## src/hdl/timer_event_pkg.sv

```systemverilog
// Register map, field positions and constants of the timer/event counter
package timer_event_pkg;
  localparam logic [7:0] off_count = 8'h00;
  localparam logic [7:0] off_control = 8'h04;
  localparam logic [7:0] off_irq_ctrl = 8'h08;
  localparam logic [7:0] off_power = 8'h0c;
  localparam logic [7:0] off_pin = 8'h10;
  localparam int ctl_prescale_lsb = 0;
  localparam int ctl_edge_pol = 3;
  localparam int ctl_run = 4;
  localparam int ctl_mode_lsb = 6;
  localparam int irq_global_en = 0;
  localparam int irq_ovf_en = 2;
  localparam int irq_ovf_flag = 5;
  localparam logic [1:0] mode_event = 2'h1;
  localparam logic [1:0] mode_timer = 2'h2;
  localparam logic [1:0] mode_capture = 2'h3;
  localparam logic [7:0] control_reset = 8'h00;
  localparam logic [7:0] irq_ctrl_mask = 8'h25;
  localparam logic [7:0] overflow_vector = 8'h08;
  localparam logic [7:0] ext_vector = 8'h04;
endpackage

```

## src/hdl/timer_event_counter_io.sv

```systemverilog
// Timer/event counter with shared pin input, APB register slave and wake-up
// What this block does
// - Event and capture modes take their input from the shared timer pin.
// - Pull-high on the timer pin follows pin register bit 0 in every mode.
// - Timer mode counts the prescaled internal clock; full count raises interrupt request.
// - Capture mode counts the internal clock only while pin level is active.
// - Pin changes are seen two clock edges later, through the pin synchroniser.
// - Counting pauses during counter reads and preload writes.
// - Counter and preload hold no reset value.
// - Control bit 4 starts the counter when set, stops it when cleared.
// - Each overflow sets the overflow request flag.
// - Interrupt output only with the overflow interrupt enable set.
// - Overflow during power-down with the request flag clear gives wake-up regardless of interrupt enable.
// - Event counting continues during power-down.
// - Event mode counts rising edges with polarity low, falling with it high.
// - On overflow the counter reloads the preload value and keeps counting.
// - Capture mode clears the run bit when the pin returns to idle level.
// - Serviced overflow vectors to 08H below the external interrupt.
`timescale 1ns/1ps
module timer_event_counter_io (
  input wire logic pclk,
  input wire logic presetn,
  input wire logic psel,
  input wire logic penable,
  input wire logic pwrite,
  input wire logic [7:0] paddr,
  input wire logic [31:0] pwdata,
  output logic [31:0] prdata,
  output logic pready,
  output logic pslverr,
  input wire logic timer_pin,
  input wire logic ext_irq_pending,
  output logic pin_pull_high,
  output logic timer_irq,
  output logic wake_up,
  output logic [7:0] irq_vector
);
  ////////////////////////////////////////////////////////////////////////////
  logic [7:0] count_q;
  logic [7:0] preload_q;
  logic [7:0] control_q;
  logic overflow_irq_enable_q;
  logic global_irq_enable_q;
  logic overflow_request_flag_q;
  logic power_down_q;
  logic pull_enable_q;
  logic pin_dir_input_q;
  logic pin_meta_q;
  logic pin_sync_q;
  logic pin_prev_q;
  logic [7:0] presc_q;
  logic capture_armed_q;
  logic count_run_bit;
  logic edge_polarity_bit;
  logic [1:0] mode;
  logic access;
  logic wr;
  logic rd;
  logic inhibit;
  logic pin_rise;
  logic pin_fall;
  logic tick_int;
  logic step;
  logic overflow;
  logic pin_active;
  logic pin_mode;
  logic wr_count;
  logic wr_control;
  logic wr_irq;
  logic wr_power;
  logic wr_pin;
  logic rd_count;
  logic [31:0] rdata_d;
  logic rerr_d;

  assign count_run_bit = control_q[timer_event_pkg::ctl_run];
  assign edge_polarity_bit = control_q[timer_event_pkg::ctl_edge_pol];
  assign mode = control_q[timer_event_pkg::ctl_mode_lsb +: 2];
  assign access = psel & penable;
  assign wr = access & pwrite;
  assign rd = psel & ~pwrite;
  assign wr_count = wr & (paddr == timer_event_pkg::off_count);
  assign wr_control = wr & (paddr == timer_event_pkg::off_control);
  assign wr_irq = wr & (paddr == timer_event_pkg::off_irq_ctrl);
  assign wr_power = wr & (paddr == timer_event_pkg::off_power);
  assign wr_pin = wr & (paddr == timer_event_pkg::off_pin);
  assign rd_count = rd & (paddr == timer_event_pkg::off_count);
  assign pin_mode = (mode == timer_event_pkg::mode_event) |
                    (mode == timer_event_pkg::mode_capture);

  ////////////////////////////////////////////////////////////////////////////
  // Pin synchroniser and edge detect
  always_ff @(posedge pclk or negedge presetn) begin
    if (!presetn) begin
      pin_meta_q <= 1'b1;
      pin_sync_q <= 1'b1;
      pin_prev_q <= 1'b1;
    end else begin
      pin_meta_q <= timer_pin;
      pin_sync_q <= pin_meta_q;
      pin_prev_q <= pin_sync_q;
    end
  end
  assign pin_rise = pin_sync_q & ~pin_prev_q;
  assign pin_fall = ~pin_sync_q & pin_prev_q;
  assign pin_active = edge_polarity_bit ? pin_sync_q : ~pin_sync_q;

  ////////////////////////////////////////////////////////////////////////////
  // Internal clock prescaler, ratio 2^(n+1)
  always_ff @(posedge pclk or negedge presetn) begin
    if (!presetn) begin
      presc_q <= 8'h00;
    end else begin
      presc_q <= presc_q + 8'h01;
    end
  end
  always_comb begin
    logic [2:0] sel;
    sel = control_q[timer_event_pkg::ctl_prescale_lsb +: 3];
    tick_int = &(presc_q | ~((8'h02 << sel) - 8'h01));
  end

  ////////////////////////////////////////////////////////////////////////////
  // Count step selection
  assign inhibit = rd_count | wr_count;
  always_comb begin
    step = 1'b0;
    case (mode)
      timer_event_pkg::mode_event: begin
        step = edge_polarity_bit ? pin_fall : pin_rise;
      end
      timer_event_pkg::mode_timer: begin
        step = tick_int & ~power_down_q;
      end
      timer_event_pkg::mode_capture: begin
        step = tick_int & capture_armed_q & pin_active & ~power_down_q;
      end
      default: begin
        step = 1'b0;
      end
    endcase
    step = step & count_run_bit & ~inhibit;
  end
  assign overflow = step & (count_q == 8'hff);

  // No reset on counter and preload
  always_ff @(posedge pclk) begin
    if (wr_count) begin
      preload_q <= pwdata[7:0];
    end
  end
  always_ff @(posedge pclk) begin
    if (wr_count && !count_run_bit) begin
      count_q <= pwdata[7:0];
    end else if (overflow) begin
      count_q <= preload_q;
    end else if (step) begin
      count_q <= count_q + 8'h01;
    end
  end

  ////////////////////////////////////////////////////////////////////////////
  // Control register and capture sequencing
  always_ff @(posedge pclk or negedge presetn) begin
    if (!presetn) begin
      control_q <= timer_event_pkg::control_reset;
      capture_armed_q <= 1'b0;
    end else begin
      if (wr_control) begin
        control_q <= pwdata[7:0];
        capture_armed_q <= 1'b0;
      end else if (mode == timer_event_pkg::mode_capture && count_run_bit) begin
        if (!capture_armed_q && pin_active && pin_prev_q != pin_sync_q) begin
          capture_armed_q <= 1'b1;
        end else if (capture_armed_q && !pin_active) begin
          control_q[timer_event_pkg::ctl_run] <= 1'b0;
          capture_armed_q <= 1'b0;
        end
      end
    end
  end

  ////////////////////////////////////////////////////////////////////////////
  // Interrupt control; a hardware overflow beats a software clear
  always_ff @(posedge pclk or negedge presetn) begin
    if (!presetn) begin
      overflow_irq_enable_q <= 1'b0;
      global_irq_enable_q <= 1'b0;
      overflow_request_flag_q <= 1'b0;
    end else begin
      if (wr_irq) begin
        overflow_irq_enable_q <= pwdata[timer_event_pkg::irq_ovf_en];
        global_irq_enable_q <= pwdata[timer_event_pkg::irq_global_en];
        overflow_request_flag_q <= pwdata[timer_event_pkg::irq_ovf_flag];
      end
      if (overflow) begin
        overflow_request_flag_q <= 1'b1;
      end
    end
  end

  // Power-down state, left by a waking overflow
  always_ff @(posedge pclk or negedge presetn) begin
    if (!presetn) begin
      power_down_q <= 1'b0;
    end else if (wr_power) begin
      power_down_q <= pwdata[0];
    end else if (overflow && !overflow_request_flag_q) begin
      power_down_q <= 1'b0;
    end
  end

  // Pin configuration
  always_ff @(posedge pclk or negedge presetn) begin
    if (!presetn) begin
      pull_enable_q <= 1'b0;
      pin_dir_input_q <= 1'b0;
    end else if (wr_pin) begin
      pull_enable_q <= pwdata[0];
      pin_dir_input_q <= pwdata[1];
    end
  end

  ////////////////////////////////////////////////////////////////////////////
  // Registered outputs
  always_ff @(posedge pclk or negedge presetn) begin
    if (!presetn) begin
      pin_pull_high <= 1'b0;
      timer_irq <= 1'b0;
      wake_up <= 1'b0;
    end else begin
      pin_pull_high <= pull_enable_q;
      timer_irq <= overflow_request_flag_q & overflow_irq_enable_q &
                   global_irq_enable_q;
      wake_up <= power_down_q & overflow & ~overflow_request_flag_q;
    end
  end

  // Vector of the request served first; the external one has priority
  always_ff @(posedge pclk or negedge presetn) begin
    if (!presetn) begin
      irq_vector <= 8'h00;
    end else if (ext_irq_pending) begin
      irq_vector <= timer_event_pkg::ext_vector;
    end else if (overflow_request_flag_q & overflow_irq_enable_q) begin
      irq_vector <= timer_event_pkg::overflow_vector;
    end else begin
      irq_vector <= 8'h00;
    end
  end

  ////////////////////////////////////////////////////////////////////////////
  // Read data and error decode of the setup cycle
  always_comb begin
    rdata_d = 32'h0000_0000;
    rerr_d = 1'b0;
    case (paddr)
      timer_event_pkg::off_count: begin
        rdata_d[7:0] = count_q;
      end
      timer_event_pkg::off_control: begin
        rdata_d[7:0] = control_q;
      end
      timer_event_pkg::off_irq_ctrl: begin
        rdata_d[timer_event_pkg::irq_global_en] = global_irq_enable_q;
        rdata_d[timer_event_pkg::irq_ovf_en] = overflow_irq_enable_q;
        rdata_d[timer_event_pkg::irq_ovf_flag] = overflow_request_flag_q;
      end
      timer_event_pkg::off_power: begin
        rdata_d[0] = power_down_q;
      end
      timer_event_pkg::off_pin: begin
        rdata_d[0] = pull_enable_q;
        rdata_d[1] = pin_dir_input_q;
        rdata_d[2] = pin_sync_q & pin_mode;
      end
      default: begin
        rerr_d = 1'b1;
      end
    endcase
  end

  ////////////////////////////////////////////////////////////////////////////
  // APB slave, one wait-free access cycle
  always_ff @(posedge pclk or negedge presetn) begin
    if (!presetn) begin
      prdata <= 32'h0000_0000;
      pready <= 1'b0;
      pslverr <= 1'b0;
    end else begin
      pready <= psel & ~penable;
      pslverr <= 1'b0;
      prdata <= 32'h0000_0000;
      if (psel && !penable) begin
        prdata <= rdata_d;
        pslverr <= rerr_d;
      end
    end
  end
endmodule

```

## config.mk

```make
export PLATFORM = sky130hd
export DESIGN_NAME = timer_event_counter_io
export DESIGN_NICKNAME = d
export VERILOG_FILES = /design/src/hdl/timer_event_pkg.sv /design/src/hdl/timer_event_counter_io.sv
export SDC_FILE = /design/constraint.sdc
export NUM_CORES = 1
export LEC_CHECK = 0
export BUFFER_PORTS_ARGS = -buffer_cell sky130_fd_sc_hd__buf_2
export CORE_MARGIN = 2
export CORE_UTILIZATION = 40
export CTS_CLUSTER_SIZE = 25
export DETAILED_ROUTE_END_ITERATION = 6
export PLACE_DENSITY = 0.67
export SYNTH_ARGS = -nofsm -noshare
export SYNTH_HDL_FRONTEND = slang
export SYNTH_SLANG_ARGS = --single-unit
export TNS_END_PERCENT = 5
```

## constraint.sdc

```tcl
create_clock -name pclk -period 2.6 [get_ports pclk]
set_clock_uncertainty 0.05 [all_clocks]
set_input_delay 0.52 -clock pclk [delete_from_list [all_inputs] [get_ports pclk]]
set_output_delay 0.52 -clock pclk [all_outputs]
set_load 0.02 [all_outputs]
```

Word level (Yosys, flattened, before mapping)
Cells that the tools add are included.
{"block": "totals", "reg_bits": 63, "latchBits": 0, "mem_bits_rw": 0, "mem_bits_ro": 0, "input_bits": 47, "out_inout_bits": 45, "word_cells": 122, "memories": 0}
{"block": "classes", "addsub": 3, "multipliers": 0, "n_div": 0, "order_cmp": 0, "eq_ne": 10, "shift": 1, "muxes": 28, "n_bitwise": 35, "reduce_logical": 23}
{"operator": "8-bit two-way mux", "count": 5}
{"operator": "1-bit AND", "count": 24}
{"operator": "8-bit by 1-bit adder with 8-bit output, second input constant", "count": 2}
{"operator": "8-bit by 4-bit equality test with 1-bit output, second input constant", "count": 2}
{"operator": "1-bit two-way mux", "count": 15}
{"operator": "1-bit case mux with 3 select lines", "count": 3}
{"operator": "8-bit by 3-bit equality test with 1-bit output, second input constant", "count": 1}
{"operator": "8-bit by 5-bit equality test with 1-bit output, second input constant", "count": 1}
{"operator": "8-bit equality test, second input constant", "count": 1}
{"operator": "8-bit zero test", "count": 1}
{"operator": "8-bit NOT", "count": 1}
{"operator": "8-bit OR", "count": 1}
{"operator": "2-bit case mux with 2 select lines", "count": 2}
{"operator": "8-bit AND reduction", "count": 1}
{"operator": "2-bit nonzero test", "count": 4}
{"operator": "2-bit by 3-bit << shifter with 8-bit output, first input constant", "count": 1}
{"operator": "8-bit by 1-bit subtractor with 8-bit output, second input constant", "count": 1}
{"operator": "1-bit logical AND", "count": 7}
{"operator": "1-bit NOT", "count": 7}
{"operator": "3-bit nonzero test", "count": 2}
{"operator": "1-bit zero test", "count": 5}
{"operator": "1-bit case mux with 5 select lines", "count": 1}
{"operator": "5-bit OR reduction", "count": 1}
{"operator": "2-bit equality test, second input constant", "count": 2}
{"operator": "8 further kinds", "count": 9}

Logic depth before layout (Yosys ltp)
{"block": "logic_depth", "ltp_word": 15, "mapped_depth": 11}

Worst setup path before layout
Ideal clock, no wire load.
{"block": "synth_path", "path_kind": "reg-to-reg", "from": "register control_q[2]", "to": "register count_q[0] (enable)", "setup_time_ns": 0.329, "t_arrival_ns": 2.214, "required_ns": 2.221, "setup_slack_ns": 0.007, "stages_incl_launch_ff": 10, "synth_period_minus_slack_ns": 2.593, "cell_sequence": "dfrtp_1 -> buf_6 -> or3_4 -> ha_1 -> nor2_1 -> nor3_1 -> nand4_4 -> o31ai_1 -> nand3_1 -> nand2_1"}
{"block": "synth_between", "elab_chain_len": 13, "elab_cells_between_ends": 14}
{"item": "start, declared", "line": "timer_event_counter_io.sv:41", "source": "logic [7:0] control_q;"}
{"item": "start signal, assigned", "line": "timer_event_counter_io.sv:166", "source": "control_q <= timer_event_pkg::control_reset;"}
{"item": "start signal, assigned", "line": "timer_event_counter_io.sv:170", "source": "control_q <= pwdata[7:0];"}
{"item": "2-bit by 3-bit << shifter with 8-bit output (*)", "line": "timer_event_counter_io.sv:120", "source": "tick_int = &(presc_q | ~((8'h02 << sel) - 8'h01));"}
{"item": "8-bit by 1-bit subtractor with 8-bit output (*)", "line": "timer_event_counter_io.sv:120"}
{"item": "8-bit NOT (*)", "line": "timer_event_counter_io.sv:120"}
{"item": "8-bit OR (*)", "line": "timer_event_counter_io.sv:120"}
{"item": "8-bit AND reduction (*)", "line": "timer_event_counter_io.sv:120"}
{"item": "1-bit AND (3 in series)", "line": "timer_event_counter_io.sv:136", "source": "step = tick_int & capture_armed_q & pin_active & ~power_down_q;"}
{"item": "1-bit case mux with 3 select lines (*)", "line": "timer_event_counter_io.sv:128", "source": "case (mode)"}
{"item": "1-bit AND (*) (2 in series)", "line": "timer_event_counter_io.sv:142", "source": "step = step & count_run_bit & ~inhibit;"}
{"item": "1-bit AND", "line": "timer_event_counter_io.sv:144", "source": "assign overflow = step & (count_q == 8'hff);"}
{"item": "3-bit nonzero test (no source line) (*)"}
{"item": "end signal, assigned", "line": "timer_event_counter_io.sv:154", "source": "count_q <= pwdata[7:0];"}
{"item": "end signal, assigned", "line": "timer_event_counter_io.sv:156", "source": "count_q <= preload_q;"}
{"item": "end signal, assigned", "line": "timer_event_counter_io.sv:158", "source": "count_q <= count_q + 8'h01;"}
{"item": "end, declared", "line": "timer_event_counter_io.sv:39", "source": "logic [7:0] count_q;"}
Every way passes the cells marked *; elsewhere a longest branch is shown, timed or not.
A chain may end at the register's enable or synchronous reset.

Worst setup path in the final report
{"block": "layout_path", "from": "register control_q[2]", "to": "register count_q[3] (data pin)"}
{"block": "layout_between", "elab_chain_len": 14, "elab_cells_between_ends": 15}
{"item": "2-bit by 3-bit << shifter with 8-bit output (*)", "line": "timer_event_counter_io.sv:120"}
{"item": "8-bit by 1-bit subtractor with 8-bit output (*)", "line": "timer_event_counter_io.sv:120"}
{"item": "8-bit NOT (*)", "line": "timer_event_counter_io.sv:120"}
{"item": "8-bit OR (*)", "line": "timer_event_counter_io.sv:120"}
{"item": "8-bit AND reduction (*)", "line": "timer_event_counter_io.sv:120"}
{"item": "1-bit AND (3 in series)", "line": "timer_event_counter_io.sv:136"}
{"item": "1-bit case mux with 3 select lines (*)", "line": "timer_event_counter_io.sv:128"}
{"item": "1-bit AND (*) (2 in series)", "line": "timer_event_counter_io.sv:142"}
{"item": "1-bit AND (*)", "line": "timer_event_counter_io.sv:144"}
{"item": "8-bit two-way mux (*)", "line": "timer_event_counter_io.sv:155", "source": "end else if (overflow) begin"}
{"item": "8-bit two-way mux (*)", "line": "timer_event_counter_io.sv:153", "source": "if (wr_count && !count_run_bit) begin"}
Marks and branches as above.

==> impl_metrics.csv <==
group,metric,value,unit
global_routing,grt-ovfl-total,0,
finish,stdcell_count,426,
clocking,cts_tree,"done",
placed_design,place_ws,0.01079,ns
synthesis,synthArstFlopShare,71.93,%
global_routing,grt_max_degree,42,
route,vias,2048,
finish,layout-drive-gt1-share,28.44,%
route,drtAntennaViolNets,0,
setup_path,worst_setup_path_end_kind,"flip-flop",
synthesis,synth_commonest_cells,"dfrtp_1 (38), buf_4 (30), nor2_1 (27), nand2_1 (21), edfxtp_1 (16)",
floorplanning,ios,92,
floorplanning,dieArea,0.008207,mm²
clocking,insertion_delay,0.35,ns
finish,final_area,0.003476,mm²
placed_design,port_buffers,37,
clocking,cts_sinks,57,
run,cap_violations,0,
route,dr.pass1.iters,4,
power,fin_total_pwr,1960,µW
synthesis,synth_edf_count,16,
clocking,h-tree-depth,3,
setup_path,timing.critical_path.to,"count_q[3]",
clocking,cts_made_buffers,9,
synthesis,synth_warnings,0,
timing,finalHoldViolations,0,
floorplanning,start_util,41.35,%
setup_path,required,2.74,ns
placed_design,gp_congestion,0.8588,
synthesis,yosysMostFrequentCell,"dfrtp_1",
finish,syn2layout_area_growth,15.89,%
setup_path,rrSetupSlack,0.13,ns
clocking,cts.clk_slew.worst_paths,0.07,ns
global_routing,antenna_found_initial,0,
clocking,hold_buffers,0,
setup_path,critPathLaunchType,"flip-flop",
timing,min_period,2.474,ns
floorplanning,row_count,31,
setup_path,cp-startpoint,"control_q[2]",
finish,n_antenna_cell,0,
global_routing,track_usage,15.57,%
placed_design,dp.cells,409,
setup_path,timing.rr.end,"count_q[3]",
route,routed_via_density,4.808,
setup_path,worstReg2RegStart,"control_q[2]",
min_path,min_path_type,"in2reg",
status,outcome,"finished, final reports clean",
clocking,clock_path_buffers,2,
clocking,cts_root_buffer,"clkbuf_8",
synthesis,netlist.area_leader.share,31.71,%
synthesis,syn_avg_cell_area,10.99,µm²
setup_path,worst-path-max-fanout,8,
synthesis,syn_area,0.002999,mm²
synthesis,ys_types,55,
power,p_leak,0.001603,µW
placed_design,hpwl,4270,µm
synthesis,synthTopCellsByArea,"dfrtp_1 (32%), edfxtp_1 (16%), buf_4 (7.5%)",
route,drt_wl_total,5900,µm
floorplanning,die_y,90.59,µm
synthesis,seq_area_frac_synth,50.35,%
route,drtIter0Drc,89,
setup_path,reg2reg_depth,9,
timing,fin_crit_sh,95.17,%
setup_path,path_class,"reg2reg",
placed_design,dpl_cell_area,0.003226,mm²
finish,fin_nets,374,
timing,slew_headroom,40.39,%
route,drc_errors,0,
synthesis,synth_area_leader_cell,"dfrtp_1",
synthesis,synth_top_flop_cell,"dfrtp_1",
power,p_per_area,563.9,mW/mm²
timing,setup_tns,0,ns
floorplanning,die_w,90.59,µm
power,ir_worst_vdd,0.2611,mV
timing,setup_ws,0.1255,ns
timing,worst_slew_pin_slew,0.8941,ns
timing,slew_viol_final,0,
global_routing,grt_pass1_vias,2045,
timing,max_freq,0.4041,GHz
floorplanning,core-area,0.007253,mm²
route,routedWlPerCell,13.85,µm
setup_path,cp.arrival,2.61,ns
timing,setup_viol,0,
global_routing,grt_pass1_wl,9915,µm
synthesis,syn_inst,273,
synthesis,ys_ff_latch,57,
-- cells in the final DEF (no fill, tap or decap), drive strengths merged, types with 2 or more instances in the layout --
master  synthesis  final
nand2b          3      3
buf            34     49
mux2           12     12
nor3           11     11
nand4           3      3
a31oi           3      3
and3            7      7
nand2          22     22
nor3b           7      7
clkinv          0      2
dfrtp          38     38
nor2           27     27
xor2            6      6
clkbuf          6     10
nor2b           2      2
and2            3      3
ha              5      5
a222oi          3      3
dfstp           3      3
a22oi           4      4
inv             6      8
mux2i           3      3
nor4            2      2
or3             2      2
edfxtp         16     16
nand3          14     14
conb            1     30
xnor2           8      8
o21ai           3      3
o31ai           2      2
a21oi           3      3
-- worst max-delay path, stage by stage (launching register included) --
cell     delay [ns]
dfrtp_1        0.38
or3_4          0.40
ha_1           0.28
nor2_1         0.04
nor3_2         0.17
nand4_4        0.14
o31ai_4        0.43
buf_4          0.20
nor3_1         0.05
nor3_1         0.17
-- how the worst min path moves through the flow --
stage,cells past startpoint,endpoint,slack [ns],from
global route,1,pin_meta_q,0.21,timer_pin
detailed placement,0,pin_sync_q,0.30,pin_meta_q
CTS,1,pin_meta_q,0.21,timer_pin
floorplan,0,capture_armed_q,0.17,presetn
finish,1,pin_meta_q,0.23,timer_pin
global placement,0,pin_sync_q,0.30,pin_meta_q
-- per-stage QoR --
stage	hold WS (ns)	util, %
finish	0.2273	47.92
global route	0.2062	47.92
CTS	0.2097	47.52
detailed placement	0.2984	44.47
global placement	0.2954	44.47
floorplan	0.1744	-
-- power breakdown --
part / total [µW] / switching [µW] / leakage, µW / internal [µW]
clock: 900 / 390 / 0.000109 / 510
combinational: 124 / 92.8 / 0.000813 / 31.1
sequential: 936 / 6.96 / 0.000682 / 930
total: 1960 / 490 / 0.00160 / 1470
-- layer usage --
metal,part of all wire (%),vias to the layer above,track usage (%)
met3,7.3,9,4.508
met5,0,-,0
met4,1.9,0,6.410
met2,48,71,25.62
li1,-,1005,-
met1,42,963,19.17
-- cell type report --
cell class                 instances  area, µm²
clock inverter                     6      72.57
clock buffer                      10      148.9
multi-input combinational        199       1306
fill                             672       3777
sequential                        57       1510
tap                               99      123.9
timing repair buffer              49      291.5
inverter                           6      22.52
-- logic make-up (layout without fill, tap and decap cells) --
logic type      Yosys count  count (layout)  synth area share [%]
fa+ha+maj                 5               5                 2.086
simple gates            108             108                 20.19
flops                    57              57                 50.35
compound gates           27              27                 7.343
mux                      15              15                 5.507
buf+inv                  46              71                 10.30
xor+xnor                 14              14                 4.089
other cells               1              30                0.1250
-- sequential cells by signal, summed over array words and instances (netlist names), 2 cells and up --
name	cells
count_q	8
control_q	8
prdata	8
presc_q	8
irq_vector	2
preload_q	8
-- what timing repair did --
item / CTS / global route
resized for setup: 0 / 4
setup endpoints to repair: 3 / 18
pin swaps: 1 / 4
setup buffers: 0 / 1
Power figures use the tool's default switching activity.
